--- src/ddrc_params.svh ---
`ifndef DDRC_PARAMS_SVH
`define DDRC_PARAMS_SVH

// ************************************************************
// link header timing
// ************************************************************
`define DDRC_ROWCAP_EDGE 3'h3
`define DDRC_HDR_LAST_EDGE 3'h5
`define DDRC_LAT_PAD 7'h02
`define DDRC_HALF_PAGE_MSB 2

// ************************************************************
// link register space
// ************************************************************
`define DDRC_LREG_ID 32'h0000_0000
`define DDRC_LREG_CFG 32'h0000_0001
`define DDRC_ID_VALUE 16'h0c5a
`define DDRC_CFG_RST 16'h0000

// ************************************************************
// bus register map
// ************************************************************
`define DDRC_IDX_CTRL 2'h0
`define DDRC_IDX_STATUS 2'h1
`define DDRC_IDX_ADDR 2'h2
`define DDRC_IDX_LINK 2'h3
`define DDRC_MAP_TOP 4
`define DDRC_CTRL_EN_BIT 0
`define DDRC_CTRL_LAT_LSB 4
`define DDRC_CTRL_LAT_MSB 7
`define DDRC_CTRL_RST 8'h61
`define DDRC_RESP_OKAY 2'h0
`define DDRC_RESP_SLVERR 2'h2

`endif

--- src/ddrc_pkg.sv ---
package ddrc_pkg;

    // transaction phases on the link
    typedef enum logic [1:0] {
        ST_IDLE,
        ST_HDR,
        ST_LAT,
        ST_DATA
    } ddrc_state_e;

    // 48-bit command/address header, highest bit first
    typedef struct packed {
        logic dir;
        logic space_select_bit;
        logic burst_linear;
        logic [28:0] row_ucol;
        logic [12:0] rsvd;
        logic [2:0] lcol;
    } ddrc_hdr_s;

    // software control fields
    typedef struct packed {
        logic [3:0] lat_clks;
        logic enable;
    } ddrc_ctrl_s;

    // link pins sampled into the core clock
    typedef struct packed {
        logic ck;
        logic cs_n;
        logic strobe;
        logic [7:0] dq;
    } ddrc_pins_s;

endpackage

--- src/ddrc_axil.sv ---
`timescale 1ns/1ps
`include "ddrc_params.svh"

// axi4-lite slave holding control and reading back block state
module ddrc_axil #(
    parameter int ADDR_W = 12
) (
    input wire logic core_clk_in,
    input wire logic reset_in,
    input wire logic [ADDR_W-1:0] s_axi_awaddr,
    input wire logic s_axi_awvalid,
    output logic s_axi_awready,
    input wire logic [31:0] s_axi_wdata,
    input wire logic [3:0] s_axi_wstrb,
    input wire logic s_axi_wvalid,
    output logic s_axi_wready,
    output logic [1:0] s_axi_bresp,
    output logic s_axi_bvalid,
    input wire logic s_axi_bready,
    input wire logic [ADDR_W-1:0] s_axi_araddr,
    input wire logic s_axi_arvalid,
    output logic s_axi_arready,
    output logic [31:0] s_axi_rdata,
    output logic [1:0] s_axi_rresp,
    output logic s_axi_rvalid,
    input wire logic s_axi_rready,
    input wire logic [31:0] status_in,
    input wire logic [31:0] addr_in,
    input wire logic [31:0] link_in,
    output ddrc_pkg::ddrc_ctrl_s ctrl_out
);

    logic [ADDR_W-1:0] aw_addr;
    logic [7:0] ctrl_reg;
    logic [8:0] w_hold;
    logic [ADDR_W-3:0] aw_idx;
    logic [ADDR_W-3:0] ar_idx;

    assign aw_idx = aw_addr[ADDR_W-1:2];
    assign ar_idx = s_axi_araddr[ADDR_W-1:2];
    assign ctrl_out.enable = ctrl_reg[`DDRC_CTRL_EN_BIT];
    assign ctrl_out.lat_clks = ctrl_reg[`DDRC_CTRL_LAT_MSB:`DDRC_CTRL_LAT_LSB];

    // write channels taken in either order, answer after both
    always_ff @(posedge core_clk_in) begin
        if (reset_in) begin
            s_axi_awready <= 1'b1;
            s_axi_wready <= 1'b1;
            s_axi_bvalid <= 1'b0;
            s_axi_bresp <= `DDRC_RESP_OKAY;
            aw_addr <= '0;
            ctrl_reg <= `DDRC_CTRL_RST;
            w_hold <= '0;
        end else begin
            if (s_axi_awvalid && s_axi_awready) begin
                aw_addr <= s_axi_awaddr;
                s_axi_awready <= 1'b0;
            end
            if (s_axi_wvalid && s_axi_wready) begin
                s_axi_wready <= 1'b0;
                w_hold <= {s_axi_wstrb[0], s_axi_wdata[7:0]};
            end
            // both taken: held byte lands in ctrl_reg only when the taken address is the control index
            if (!s_axi_awready && !s_axi_wready && !s_axi_bvalid) begin
                s_axi_bvalid <= 1'b1;
                if (aw_idx == (ADDR_W-2)'(`DDRC_IDX_CTRL) && w_hold[8]) begin
                    ctrl_reg <= w_hold[7:0];
                end
                s_axi_bresp <= (aw_idx < `DDRC_MAP_TOP) ? `DDRC_RESP_OKAY : `DDRC_RESP_SLVERR;
            end
            if (s_axi_bvalid && s_axi_bready) begin
                s_axi_bvalid <= 1'b0;
                s_axi_awready <= 1'b1;
                s_axi_wready <= 1'b1;
            end
        end
    end

    // read channel, one outstanding
    always_ff @(posedge core_clk_in) begin
        if (reset_in) begin
            s_axi_arready <= 1'b1;
            s_axi_rvalid <= 1'b0;
            s_axi_rdata <= '0;
            s_axi_rresp <= `DDRC_RESP_OKAY;
        end else if (s_axi_arvalid && s_axi_arready) begin
            s_axi_arready <= 1'b0;
            s_axi_rvalid <= 1'b1;
            s_axi_rresp <= `DDRC_RESP_OKAY;
            if (ar_idx == ADDR_W'(`DDRC_IDX_CTRL)) begin
                s_axi_rdata <= {24'h000000, ctrl_reg};
            end else if (ar_idx == ADDR_W'(`DDRC_IDX_STATUS)) begin
                s_axi_rdata <= status_in;
            end else if (ar_idx == ADDR_W'(`DDRC_IDX_ADDR)) begin
                s_axi_rdata <= addr_in;
            end else if (ar_idx == ADDR_W'(`DDRC_IDX_LINK)) begin
                s_axi_rdata <= link_in;
            end else begin
                s_axi_rdata <= '0;
                s_axi_rresp <= `DDRC_RESP_SLVERR;
            end
        end else if (s_axi_rvalid && s_axi_rready) begin
            s_axi_rvalid <= 1'b0;
            s_axi_arready <= 1'b1;
        end
    end

endmodule

--- src/ddrc_cmd_decode.sv ---
// Our own choices: the AXI4-Lite interface to the registers and the address map.
`timescale 1ns/1ps
`include "ddrc_params.svh"

// What this block does
// header bit 47 high means read, low means write
// header bit 46 picks memory array (0) or register space (1)
// header bit 45 picks wrapped (0) or linear (1) burst
// header bits 44..16 give word address bits 31..3
// host zeroes upper row bits unused by the density
// header bits 15..3 reserved, ignored here, host drives zero
// header bits 2..0 give word address bits 2..0, burst start word
// upper column picks 8-word half-page, lower column the start word
// initial latency timing starts once row and upper column are captured
// linear read bursts run on across consecutive half-pages
// on reads the strobe is driven, data edge-aligned to it
// data moves in whole 16-bit words only
// word address advances once per clock cycle in data phase
// first byte from strobe rise to fall, second from fall to rise
// byte bit 7 on lane 7 down to bit 0 on lane 0
// memory returns each byte in the position it was written
// register words big-endian: bits 15..8 first, 7..0 second
// each decoded address names one 16-bit word
// chip select falls with clock idle, header on first six edges
// strobe always signals doubled latency in header, doubled applied
// decoded direction, space and burst act only after six edges
module ddrc_cmd_decode #(
    parameter int ADDR_W = 12,
    parameter int MEM_WORDS = 16
) (
    input wire logic core_clk_in,
    input wire logic reset_in,
    input wire logic link_ck_in,
    input wire logic cs_n_in,
    input wire logic [7:0] dq_in,
    output logic [7:0] dq_out,
    output logic dq_oe_out,
    input wire logic rw_data_strobe_in,
    output logic rw_data_strobe_out,
    output logic rw_data_strobe_oe_out,
    input wire logic [ADDR_W-1:0] s_axi_awaddr,
    input wire logic s_axi_awvalid,
    output logic s_axi_awready,
    input wire logic [31:0] s_axi_wdata,
    input wire logic [3:0] s_axi_wstrb,
    input wire logic s_axi_wvalid,
    output logic s_axi_wready,
    output logic [1:0] s_axi_bresp,
    output logic s_axi_bvalid,
    input wire logic s_axi_bready,
    input wire logic [ADDR_W-1:0] s_axi_araddr,
    input wire logic s_axi_arvalid,
    output logic s_axi_arready,
    output logic [31:0] s_axi_rdata,
    output logic [1:0] s_axi_rresp,
    output logic s_axi_rvalid,
    input wire logic s_axi_rready
);

    localparam int IDX_W = $clog2(MEM_WORDS);

    // ************************************************************
    // pin sampling
    // ************************************************************
    ddrc_pkg::ddrc_pins_s pins_raw;
    ddrc_pkg::ddrc_pins_s pins;
    ddrc_pkg::ddrc_ctrl_s ctrl;
    ddrc_pkg::ddrc_state_e state;
    ddrc_pkg::ddrc_hdr_s hdr;
    ddrc_pkg::ddrc_hdr_s next_hdr;
    logic ck_prev;
    logic cs_prev;
    logic ck_edge;
    logic ck_rise;
    logic cs_fall;
    logic start;
    logic hdr_done;
    logic [2:0] edge_cnt;
    logic [39:0] hdr_sr;
    logic lat_run;
    logic [6:0] lat_cnt;
    logic [6:0] lat_target;
    logic lat_done;
    logic [31:0] word_addr;
    logic [31:0] next_addr;
    logic [IDX_W-1:0] mem_idx;
    logic [15:0] mem [MEM_WORDS];
    logic [15:0] rd_word;
    logic [15:0] link_cfg;
    logic [7:0] byte_a;
    logic mask_a;
    logic wr_word;
    logic [15:0] txn_cnt;

    assign pins_raw = '{ck: link_ck_in, cs_n: cs_n_in, strobe: rw_data_strobe_in, dq: dq_in};

    ddrc_sync #(
        .W($bits(ddrc_pkg::ddrc_pins_s)),
        .RST_VAL(11'h200)
    ) u_sync (
        .core_clk_in(core_clk_in),
        .reset_in(reset_in),
        .async_in(pins_raw),
        .sync_out(pins)
    );

    // previous levels for edge finding
    always_ff @(posedge core_clk_in) begin
        if (reset_in) begin
            ck_prev <= 1'b0;
            cs_prev <= 1'b1;
        end else begin
            ck_prev <= pins.ck;
            cs_prev <= pins.cs_n;
        end
    end

    // both clock edges carry a byte
    assign ck_edge = pins.ck ^ ck_prev;
    assign ck_rise = pins.ck & ~ck_prev;
    assign cs_fall = ~pins.cs_n & cs_prev;

    // ************************************************************
    // register bus
    // ************************************************************
    ddrc_axil #(
        .ADDR_W(ADDR_W)
    ) u_axil (
        .core_clk_in(core_clk_in),
        .reset_in(reset_in),
        .s_axi_awaddr(s_axi_awaddr),
        .s_axi_awvalid(s_axi_awvalid),
        .s_axi_awready(s_axi_awready),
        .s_axi_wdata(s_axi_wdata),
        .s_axi_wstrb(s_axi_wstrb),
        .s_axi_wvalid(s_axi_wvalid),
        .s_axi_wready(s_axi_wready),
        .s_axi_bresp(s_axi_bresp),
        .s_axi_bvalid(s_axi_bvalid),
        .s_axi_bready(s_axi_bready),
        .s_axi_araddr(s_axi_araddr),
        .s_axi_arvalid(s_axi_arvalid),
        .s_axi_arready(s_axi_arready),
        .s_axi_rdata(s_axi_rdata),
        .s_axi_rresp(s_axi_rresp),
        .s_axi_rvalid(s_axi_rvalid),
        .s_axi_rready(s_axi_rready),
        .status_in({24'h000000, 2'h0, state, hdr.dir, hdr.space_select_bit,
            hdr.burst_linear, lat_run}),
        .addr_in(word_addr),
        .link_in({link_cfg, txn_cnt}),
        .ctrl_out(ctrl)
    );

    // ************************************************************
    // header capture and decode
    // ************************************************************
    assign start = (state == ddrc_pkg::ST_IDLE) && cs_fall && !pins.ck && ctrl.enable;
    assign hdr_done = (state == ddrc_pkg::ST_HDR) && ck_edge
        && (edge_cnt == `DDRC_HDR_LAST_EDGE);
    assign next_hdr = {hdr_sr, pins.dq};

    // transaction phase
    always_ff @(posedge core_clk_in) begin
        if (reset_in || pins.cs_n) begin
            state <= ddrc_pkg::ST_IDLE;
        end else begin
            unique case (state)
                ddrc_pkg::ST_IDLE: begin
                    if (start) begin
                        state <= ddrc_pkg::ST_HDR;
                    end
                end
                ddrc_pkg::ST_HDR: begin
                    if (hdr_done) begin
                        state <= ddrc_pkg::ST_LAT;
                    end
                end
                ddrc_pkg::ST_LAT: begin
                    if (lat_done) begin
                        state <= ddrc_pkg::ST_DATA;
                    end
                end
                ddrc_pkg::ST_DATA: begin
                    state <= ddrc_pkg::ST_DATA;
                end
            endcase
        end
    end

    // shift in header bytes, highest first
    always_ff @(posedge core_clk_in) begin
        if (reset_in || start) begin
            edge_cnt <= 3'h0;
            hdr_sr <= '0;
        end else if ((state == ddrc_pkg::ST_HDR) && ck_edge) begin
            edge_cnt <= edge_cnt + 3'h1;
            hdr_sr <= next_hdr[39:0];
        end
    end

    // decoded fields held only once the header is whole
    always_ff @(posedge core_clk_in) begin
        if (reset_in) begin
            hdr <= '0;
            txn_cnt <= 16'h0000;
        end else if (hdr_done) begin
            hdr <= next_hdr;
            txn_cnt <= txn_cnt + 16'h0001;
        end
    end

    // ************************************************************
    // initial latency
    // ************************************************************
    // doubled latency in edges plus the two header edges left
    assign lat_target = {1'b0, ctrl.lat_clks, 2'b00} + `DDRC_LAT_PAD;
    assign lat_done = (state == ddrc_pkg::ST_LAT) && ck_edge && (lat_cnt + 7'h01 == lat_target);

    // counting starts at the edge that completes the row address
    always_ff @(posedge core_clk_in) begin
        if (reset_in || pins.cs_n) begin
            lat_run <= 1'b0;
            lat_cnt <= 7'h00;
        end else if ((state == ddrc_pkg::ST_HDR) && ck_edge
            && (edge_cnt == `DDRC_ROWCAP_EDGE)) begin
            lat_run <= 1'b1;
            lat_cnt <= 7'h00;
        end else if (lat_done) begin
            lat_run <= 1'b0;
        end else if (lat_run && ck_edge) begin
            lat_cnt <= lat_cnt + 7'h01;
        end
    end

    // ************************************************************
    // word addressing
    // ************************************************************
    // linear runs on across half-pages, wrapped stays in eight words
    always_comb begin
        if (hdr.burst_linear) begin
            next_addr = word_addr + 32'h0000_0001;
        end else begin
            next_addr = {word_addr[31:`DDRC_HALF_PAGE_MSB+1],
                word_addr[`DDRC_HALF_PAGE_MSB:0] + 3'h1};
        end
    end

    // header address is a word address, advanced after byte two
    always_ff @(posedge core_clk_in) begin
        if (reset_in) begin
            word_addr <= 32'h0000_0000;
        end else if (hdr_done) begin
            word_addr <= {next_hdr.row_ucol, next_hdr.lcol};
        end else if ((state == ddrc_pkg::ST_DATA) && ck_edge && !ck_rise) begin
            word_addr <= next_addr;
        end
    end

    assign mem_idx = word_addr[IDX_W-1:0];

    // register space returns id or config word
    always_comb begin
        if (!hdr.space_select_bit) begin
            rd_word = mem[mem_idx];
        end else if (word_addr == `DDRC_LREG_ID) begin
            rd_word = `DDRC_ID_VALUE; // arbitrary identity value
        end else begin
            rd_word = link_cfg;
        end
    end

    // ************************************************************
    // write data capture
    // ************************************************************
    // byte one held until byte two completes the word
    always_ff @(posedge core_clk_in) begin
        if (reset_in || start) begin
            byte_a <= 8'h00;
            mask_a <= 1'b1;
        end else if ((state == ddrc_pkg::ST_DATA) && !hdr.dir && ck_rise) begin
            byte_a <= pins.dq;
            mask_a <= pins.strobe;
        end
    end

    // a lone first byte is dropped when chip select rises
    assign wr_word = (state == ddrc_pkg::ST_DATA) && !hdr.dir && ck_edge && !ck_rise;

    // storage entries, each byte kept where it was written
    for (genvar g = 0; g < MEM_WORDS; g++) begin : g_mem
        always_ff @(posedge core_clk_in) begin
            if (wr_word && !hdr.space_select_bit && (mem_idx == IDX_W'(g))) begin
                if (!mask_a) begin
                    mem[g][15:8] <= byte_a;
                end
                if (!pins.strobe) begin
                    mem[g][7:0] <= pins.dq;
                end
            end
        end
    end

    // config word written big-endian, mask not applied to registers
    always_ff @(posedge core_clk_in) begin
        if (reset_in) begin
            link_cfg <= `DDRC_CFG_RST;
        end else if (wr_word && hdr.space_select_bit && (word_addr == `DDRC_LREG_CFG)) begin
            link_cfg <= {byte_a, pins.dq};
        end
    end

    // ************************************************************
    // pin drive
    // ************************************************************
    // strobe high in header marks doubled latency, then read strobe
    always_ff @(posedge core_clk_in) begin
        if (reset_in || pins.cs_n) begin
            rw_data_strobe_oe_out <= 1'b0;
            rw_data_strobe_out <= 1'b0;
        end else if (start) begin
            rw_data_strobe_oe_out <= 1'b1;
            rw_data_strobe_out <= 1'b1;
        end else if (hdr_done) begin
            rw_data_strobe_oe_out <= next_hdr.dir;
            rw_data_strobe_out <= 1'b0;
        end else if ((state == ddrc_pkg::ST_DATA) && hdr.dir && ck_edge) begin
            rw_data_strobe_out <= ck_rise;
        end
    end

    // read bytes leave with the strobe edge that frames them
    always_ff @(posedge core_clk_in) begin
        if (reset_in || pins.cs_n) begin
            dq_oe_out <= 1'b0;
            dq_out <= 8'h00;
        end else if ((state == ddrc_pkg::ST_DATA) && hdr.dir && ck_edge) begin
            dq_oe_out <= 1'b1;
            if (ck_rise) begin
                dq_out <= rd_word[15:8];
            end else begin
                dq_out <= rd_word[7:0];
            end
        end
    end

endmodule

--- src/ddrc_sync.sv ---
`timescale 1ns/1ps

// two-stage synchroniser for pins from outside the core clock
module ddrc_sync #(
    parameter int W = 11,
    parameter logic [W-1:0] RST_VAL = '0
) (
    input wire logic core_clk_in,
    input wire logic reset_in,
    input wire logic [W-1:0] async_in,
    output logic [W-1:0] sync_out
);

    logic [W-1:0] meta;

    // first stage, read only by the second
    always_ff @(posedge core_clk_in) begin
        if (reset_in) begin
            meta <= RST_VAL;
        end else begin
            meta <= async_in;
        end
    end

    // second stage
    always_ff @(posedge core_clk_in) begin
        if (reset_in) begin
            sync_out <= RST_VAL;
        end else begin
            sync_out <= meta;
        end
    end

endmodule
--- config.mk ---
export PLATFORM = sky130hd
export DESIGN_NAME = ddrc_cmd_decode
export DESIGN_NICKNAME = d
export VERILOG_FILES = /design/src/ddrc_pkg.sv /design/src/ddrc_axil.sv /design/src/ddrc_cmd_decode.sv /design/src/ddrc_sync.sv
export VERILOG_INCLUDE_DIRS = /design/src
export SDC_FILE = /design/constraint.sdc
export NUM_CORES = 1
export LEC_CHECK = 0
export ABC_AREA = 1
export BUFFER_PORTS_ARGS = -buffer_cell sky130_fd_sc_hd__buf_2
export CAP_MARGIN = 20
export CORE_MARGIN = 3
export CORE_UTILIZATION = 37
export CTS_CLUSTER_DIAMETER = 80
export DETAILED_ROUTE_END_ITERATION = 12
export PLACE_DENSITY_LB_ADDON = 0.25
export SLEW_MARGIN = 20
export SYNTH_ARGS = -nofsm -noshare
export SYNTH_HDL_FRONTEND = slang
export SYNTH_HIERARCHICAL = 1
export SYNTH_SLANG_ARGS = --single-unit
--- constraint.sdc ---
create_clock -name core_clk_in -period 2.7 [get_ports core_clk_in]
set_input_delay 0.405 -clock core_clk_in [delete_from_list [all_inputs] [get_ports core_clk_in]]
set_output_delay 0.405 -clock core_clk_in [all_outputs]
set_load 0.005 [all_outputs]
==> results.toml, run 1 <==
[clocking]
tritoncts_clock_tree = "done"
number_of_buffers_added_by_the_clock_tree_synthesis_step = 54
ctsHtreeMaxLevel = 2
clock_path_buffers = 3
buffer_type_at_the_clock_tree_root = "sky130_fd_sc_hd__clkbuf_16"
cts_sink_cnt = 486
clkTransAtPathRegs_ns = 0.06
clkLatencyLatePin_ns = 0.61
post-cts-setup-buffer-count = 0

[drt]
route.vias.total = 17550
wl_per_cell_um = 16.81
drt_drc_violations_left = 0
drt-initial-drc-count = 1484
firstDrtPassIters = 5
detail-route-antenna-nets = 0
wl_um = 59260
average_via_count_per_standard_cell = 4.979

[cells_and_area]
final_cell_count_no_fill = 3525
reg_top3 = "mem (256), hdr_sr (40)"
most-common-layout-cells = "sky130_fd_sc_hd__nand2_1 (673), sky130_fd_sc_hd__nor2_1 (328), sky130_fd_sc_hd__edfxtp_1 (256)"
finalInstanceArea_sq_um = 25000
n_fill_cell = 5694
largest_reg_flops = 256
most_common_cell_after_layout_fill_and_taps_aside = "sky130_fd_sc_hd__nand2_1"
area.growth.synth_to_final_pct = 15.51
finalCoreUtilization_pct = 43.24
final_layout_size_suffix_gt1_share_pct = 11.20
finalNetCount = 2805
num_antenna_cells = 0
largest_register = "mem"

[synthesis]
postSynthAreaPerCell_sq_um = 8.361
async_reset_ff_share_pct = 0
seq_total_area_yosys_pct = 56.80
synth_top_flop_cell = "sky130_fd_sc_hd__edfxtp_1"
netlist_instances = 2588
yosys.cell_types.count = 47
number_of_enable_flip_flop_cells_after_synthesis = 256
ys_warns = 6
synth.ff_latch_count = 486
mappedNetlistArea_sq_um = 21640

[timing]
fmax_mhz = 402.1
setup-violations-final = 0
worst_pin_slew_ns = 0.9827
finalCritPeriodShare_pct = 92.10
slew_headroom_pct = 34.40
fin_max_slew_vios = 0
setup_total_negative_slack_ns = 0
post-route-worst-setup-slack_ns = 0.2133
rsz0062_at_grt = "false"
clock_skew_ns = 0.03255
report.final.hold_viol_count = 0
period_minus_slack_ns = 2.487

[global_routing]
pin_count_of_the_biggest_net_entering_global_routing = 67
globalRouteOverflowTotal = 0
first_global_vias = 16730
globalRouteTotalUtil_pct = 19.19
number_of_antenna_violations_at_the_first_check_in_global_routing = 0
global_route_wire_length_before_repair_um = 92950

[placed_design]
port_buf_inserts = 96
place_ws_ns = 0.3029
dp.final_hpwl_um = 39570
place_inst = 3414
gp_congestion = 0.9005
place_area_sq_um = 23160

[power_and_ir_drop]
ir_worst_vdd_mv = 0.4228
power.density_nw_per_um2 = 611.4
leakagePower_uw = 0.009838

[worst_setup_path]
setup.worst_path.start_class = "register"
worst_setup_path_end_kind = "register"
timing.setup.critical_path_class = "register to register"
critPathMaxFanout = 8
cp_data_required_time_ns = 3.00
cp_data_arrival_time_ns = 2.78

[job]
timing.max_cap.violations = 0

[min_path]
hold_path_class = "input port to register"

[floorplan]
die-area_sq_um = 61420
row_count = 88
die_width_um = 247.8
floorplan.core_area_sq_um = 57810
floorplan.initialDensity_pct = 37.44
die_height_um = 247.8
ioPinCount = 130

[status]
outcome = "finished, final reports clean"
layout make-up:
cell class | instances | area [sq um] | area share [%]
timing repair buffer | 183 | 1236 | 4.946
sequential | 486 | 12300 | 49.20
tap | 765 | 957.2 | 3.829
clock inverter | 22 | 167.7 | 0.6708
multi-input combinational | 1746 | 7864 | 31.46
inverter | 245 | 920.9 | 3.684
clock buffer | 78 | 1553 | 6.212
cells by family (layout without fill, tap and decap cells):
kind of cell | Yosys count | after routing | share of synthesized area (%)
adders and majority gates | 11 | 11 | 0.6360
buffers and inverters | 382 | 528 | 7.320
xor gates and xnor gates | 10 | 10 | 0.4047
other | 2 | 28 | 0.03471
AOI/OAI and AO/OA | 379 | 379 | 9.245
DFF | 486 | 486 | 56.80
and+or+nand+nor | 1318 | 1318 | 25.56
repair_timing:
| action | 4_1_cts | 5_1_grt |
|---|---|---|
| resized for setup | 0 | 0 |
| endpoints found under the hold margin | 11 | 0 |
| hold buffers | 11 | 0 |
metal layers:
metal	global-route usage, %	up-vias	wire length, um
met2	31.14	497	27260
met1	26.72	8248	26850
met3	2.906	90	3676
li1	-	8715	-
met5	0	-	0
met4	5.338	0	1472
Yosys cell counts, types with 2 or more instances:
cell type | instances | share of area (%)
sky130_fd_sc_hd__nand3b_1 | 5 | 0.17
sky130_fd_sc_hd__dfxtp_1 | 230 | 21
sky130_fd_sc_hd__and3_1 | 3 | 0.087
sky130_fd_sc_hd__inv_2 | 6 | 0.10
sky130_fd_sc_hd__inv_1 | 236 | 4.1
sky130_fd_sc_hd__nor2_1 | 329 | 5.7
sky130_fd_sc_hd__a31oi_1 | 10 | 0.29
sky130_fd_sc_hd__nor2_2 | 6 | 0.17
sky130_fd_sc_hd__nor3_1 | 18 | 0.42
sky130_fd_sc_hd__nor2_4 | 3 | 0.16
sky130_fd_sc_hd__o21a_1 | 4 | 0.14
sky130_fd_sc_hd__o21ai_0 | 158 | 3.7
sky130_fd_sc_hd__a21boi_0 | 3 | 0.10
sky130_fd_sc_hd__o21ai_1 | 13 | 0.30
sky130_fd_sc_hd__o22ai_1 | 11 | 0.32
sky130_fd_sc_hd__a21oi_1 | 161 | 3.7
sky130_fd_sc_hd__conb_1 | 2 | 0.035
sky130_fd_sc_hd__xor2_1 | 10 | 0.40
sky130_fd_sc_hd__nand3_2 | 13 | 0.60
sky130_fd_sc_hd__o21bai_1 | 3 | 0.10
sky130_fd_sc_hd__nor4_1 | 2 | 0.058
sky130_fd_sc_hd__nand3_1 | 227 | 5.3
sky130_fd_sc_hd__clkbuf_1 | 74 | 1.3
sky130_fd_sc_hd__clkinv_1 | 3 | 0.052
sky130_fd_sc_hd__buf_4 | 12 | 0.42
sky130_fd_sc_hd__buf_1 | 15 | 0.26
sky130_fd_sc_hd__ha_1 | 11 | 0.64
sky130_fd_sc_hd__buf_2 | 27 | 0.62
sky130_fd_sc_hd__or2_2 | 3 | 0.087
sky130_fd_sc_hd__edfxtp_1 | 256 | 36
sky130_fd_sc_hd__buf_6 | 8 | 0.42
sky130_fd_sc_hd__o211ai_1 | 6 | 0.21
sky130_fd_sc_hd__nand2_1 | 673 | 12
sky130_fd_sc_hd__a21oi_2 | 5 | 0.20
sky130_fd_sc_hd__nand2_2 | 8 | 0.23
sky130_fd_sc_hd__nand4_1 | 23 | 0.66
worst max-delay path, cell delays in order, from the launching register on:
cell and delay, ns:
sky130_fd_sc_hd__dfxtp_1 0.32, sky130_fd_sc_hd__ha_1 0.36, sky130_fd_sc_hd__nor3_4 0.33, sky130_fd_sc_hd__nand3_1 0.24, sky130_fd_sc_hd__nor2_1 0.40, sky130_fd_sc_hd__nand2_1 0.20
sky130_fd_sc_hd__nor2_1 0.13, sky130_fd_sc_hd__buf_4 0.19
per-stage QoR:
stage                     total power [uW]  hold slack, ns
after global routing                 15810         0.04457
after floorplan                       8189          0.3865
after global placement                8321          0.3951
after CTS                            15450         0.01403
after detailed placement              8330          0.3963
final                                15280         0.04567
worst paths after layout:
| path | start | to | slack [ns] | cells past startpoint |
|---|---|---|---|---|
| worst min-delay path | dq_in[7] | u_sync/meta[7] | 0.05 | 3 |
| worst max-delay path | u_sync/sync_out[10] | mem[0][4] | 0.21 | 7 |
| worst max register to register | u_sync/sync_out[10] | mem[0][4] | 0.21 | 7 |
| worst min register to register | u_sync/meta[4] | u_sync/sync_out[4] | 0.40 | 2 |
report_power, final:
| group | internal (uW) | total (uW) | switching [uW] |
|---|---|---|---|
| logic | 114 | 346 | 232 |
| registers | 7780 | 7840 | 60.3 |
| clock network | 4100 | 7100 | 3000 |
| total | 12000 | 15300 | 3290 |
No activity file was read; power rests on OpenSTA's default activity.
==> inputs of run 2 (changes only) <==
- SLEW_MARGIN: 20 -> 40
- SYNTH_HIERARCHICAL: 1 -> not set
==> results.toml, run 2 <==
[synthesis]
mappedNetlistArea_sq_um = 21040
number_of_enable_flip_flop_cells_after_synthesis = 256
async_reset_ff_share_pct = 0
share_of_yosys_cell_area_claimed_by_the_top_area_cell_type_pct = 36.53
yosysMostFrequentCell = "sky130_fd_sc_hd__nand2_1"
synth_commonest_cells = "sky130_fd_sc_hd__nand2_1 (601), sky130_fd_sc_hd__nor2_1 (313), sky130_fd_sc_hd__edfxtp_1 (256), sky130_fd_sc_hd__dfxtp_1 (230), sky130_fd_sc_hd__inv_1 (215)"
yosys.cell_types.count = 49
synth.ff_latch_count = 486
yosys.area.top_type = "sky130_fd_sc_hd__edfxtp_1"
ys_warns = 0
synth_top_flop_cell = "sky130_fd_sc_hd__edfxtp_1"
netlist_instances = 2435
seq_total_area_yosys_pct = 58.42
synth_top_cells_by_area = "sky130_fd_sc_hd__edfxtp_1 (37%), sky130_fd_sc_hd__dfxtp_1 (22%), sky130_fd_sc_hd__nand2_1 (11%)"
postSynthAreaPerCell_sq_um = 8.641

[cells_and_area]
final_layout_size_suffix_gt1_share_pct = 11.85
most-common-layout-cells = "sky130_fd_sc_hd__nand2_1 (601), sky130_fd_sc_hd__nor2_1 (313), sky130_fd_sc_hd__edfxtp_1 (256)"
final_cell_count_no_fill = 3332
largest_register = "mem"
largest_reg_flops = 256
area.growth.synth_to_final_pct = 15.64
most_common_cell_after_layout_fill_and_taps_aside = "sky130_fd_sc_hd__nand2_1"
finalInstanceArea_sq_um = 24330
finalNetCount = 2628
reg_top3 = "mem (256), hdr_sr (40)"

[timing]
fin_max_slew_vios = 0
setup-violations-final = 0
report.final.hold_viol_count = 0
finalCritPeriodShare_pct = 92.79
worst_pin_slew_ns = 0.8203
fmax_mhz = 399.2
holdWs_ns = 0.02695
period_minus_slack_ns = 2.505
setup_total_negative_slack_ns = 0
rsz0062_at_grt = "false"
slew_headroom_pct = 45.24
clock_skew_ns = 0.03090

[power_and_ir_drop]
power_uw = 15500
ir_worst_vdd_mv = 0.4196
power.density_nw_per_um2 = 636.9
leakagePower_uw = 0.009178

[global_routing]
number_of_antenna_violations_at_the_first_check_in_global_routing = 1
grt_use_met1_pct = 27.61
met3_track_demand_over_resource_pct = 3.366
layer_with_the_highest_usage = "met2"
globalRouteOverflowTotal = 0
global_route_wire_length_before_repair_um = 94240
pin_count_of_the_biggest_net_entering_global_routing = 69
first_global_vias = 16330
m2_gr_usage_pct = 32.45
globalRouteTotalUtil_pct = 20.04

[drt]
average_via_count_per_standard_cell = 5.077
firstDrtPassIters = 6
detail-route-antenna-nets = 0
wl_per_cell_um = 18.10
drt-initial-drc-count = 1726
wl_um = 60320
route.vias.total = 16920
drt_drc_violations_left = 0

[floorplan]
die-area_sq_um = 59770
row_count = 86
floorplan.initialDensity_pct = 37.82
floorplan.core_area_sq_um = 55630
ioPinCount = 130
die_width_um = 244.5
die_height_um = 244.5

[worst_setup_path]
setup.worst_path.start_class = "register"
critical_path.max_stage_delay_ns = 0.37
timing.setup.critical_path_class = "register to register"
reg_to_reg_slack_setup_ns = 0.19
critPathMaxFanout = 8
cp_slowest_cell = "sky130_fd_sc_hd__ha_1"
critPathMostFrequentCell = "sky130_fd_sc_hd__inv_2"
cp_data_required_time_ns = 3.00
cp_data_arrival_time_ns = 2.81
path_cells = "inv_1 -> ha_1 -> nor3_4 -> inv_2 -> nor2_2 -> inv_2 -> nor2_4 -> inv_2 -> nor2_2 -> nand2_1 -> nor2_1 -> buf_4"
worst_setup_path_end_kind = "register"

[placed_design]
port_buf_inserts = 96
place_area_sq_um = 22510
place_inst = 3229
dp.final_hpwl_um = 40090
gp_congestion = 0.8781

[clocking]
tritoncts_clock_tree = "done"
number_of_buffers_added_by_the_clock_tree_synthesis_step = 53
cts_resized = 0
clkTransAtPathRegs_ns = 0.06
cts_sink_cnt = 486
buffer_type_at_the_clock_tree_root = "sky130_fd_sc_hd__clkbuf_16"
clock_path_buffers = 3
post-cts-setup-buffer-count = 0
clkLatencyLatePin_ns = 0.61
ctsHtreeMaxLevel = 2

[min_path]
hold_path_class = "input port to register"

[status]
outcome = "finished, final reports clean"

[job]
timing.max_cap.violations = 0
[run 2: changes by cell type after synthesis, sizes merged, moves of 6 or more]
cell	delta
nor3	+18
o2111ai	+9
nand2	-75
buf	-7
o22ai	+6
nor2	-12
o211ai	+13
a21oi	+9
inv	-17
o21ai	+27
nand3	-108
clkbuf	-12
[run 2: logic make-up after synthesis]
family	Yosys count	share of synthesized area, %
AO/OA/AOI/OAI	436	11.01
XOR/XNOR	10	0.4163
adder cells (fa/ha/maj)	11	0.6541
buffers and inverters	348	6.737
flip-flops	486	58.42
other	1	0.01782
AND/OR/NAND/NOR	1143	22.74
[run 2: timing repair]
action	in CTS	in global routing
hold buffers	3	0
endpoints found under the hold margin	3	0
setup endpoints to repair	0	0
[run 2: cell type report]
cell class                      count  area [sq um]
Tap cell                          748         935.9
Inverter                          230         867.1
Multi-Input combinational cell   1602          7336
Timing Repair Buffer              166          1101
Fill cell                        5494         31300
Sequential cell                   486         12310
Clock buffer                       82          1597
Antenna cell                        1         2.502
Clock inverter                     17         185.2
[run 2: path summary, 6_finish.rpt]
path                                     start            endpoint  depth (start not counted)
worst max-delay path                   ck_prev          mem[8][10]                         12
worst max register to register         ck_prev          mem[8][10]                         12
worst min register to register  u_sync.meta[7]  u_sync.sync_out[7]                          2
worst min-delay path                  dq_in[5]      u_sync.meta[5]                          3
[run 2: through the flow]
| step | setup WS, ns | util [%] |
|---|---|---|
| 4_1_cts | 0.2305 | 43.73 |
| 3_3_place_gp | 0.2489 | 40.46 |
| 6_report | 0.1947 | 43.74 |
| 2_1_floorplan | 0.2933 | - |
| 5_1_grt | 0.09788 | 43.74 |
| 3_5_place_dp | 0.2459 | 40.47 |
[run 2: critical path, delay by kind of cell, from the launching register on]
| family | cells | cell delay [ns] |
|---|---|---|
| adder cells (fa/ha/maj) | 1 | 0.37 |
| flip-flops | 1 | 0.30 |
| AND/OR/NAND/NOR | 6 | 1.07 |
| buffers and inverters | 5 | 0.46 |
[run 2: layer usage]
metal  share of wire, %  vias to the layer above  wire length (um)
met3                6.0                      109              3629
met4                2.7                        0              1601
met1                 45                     8037             27300
li1                   -                     8273                 -
met5                  0                        -                 0
met2                 46                      499             27780
[run 2: where the power goes]
group	internal, uW	switching, uW	total [uW]
logic	95.8	206	302
registers	7770	59.4	7830
clock network	4350	3010	7360
total	12200	3270	15500
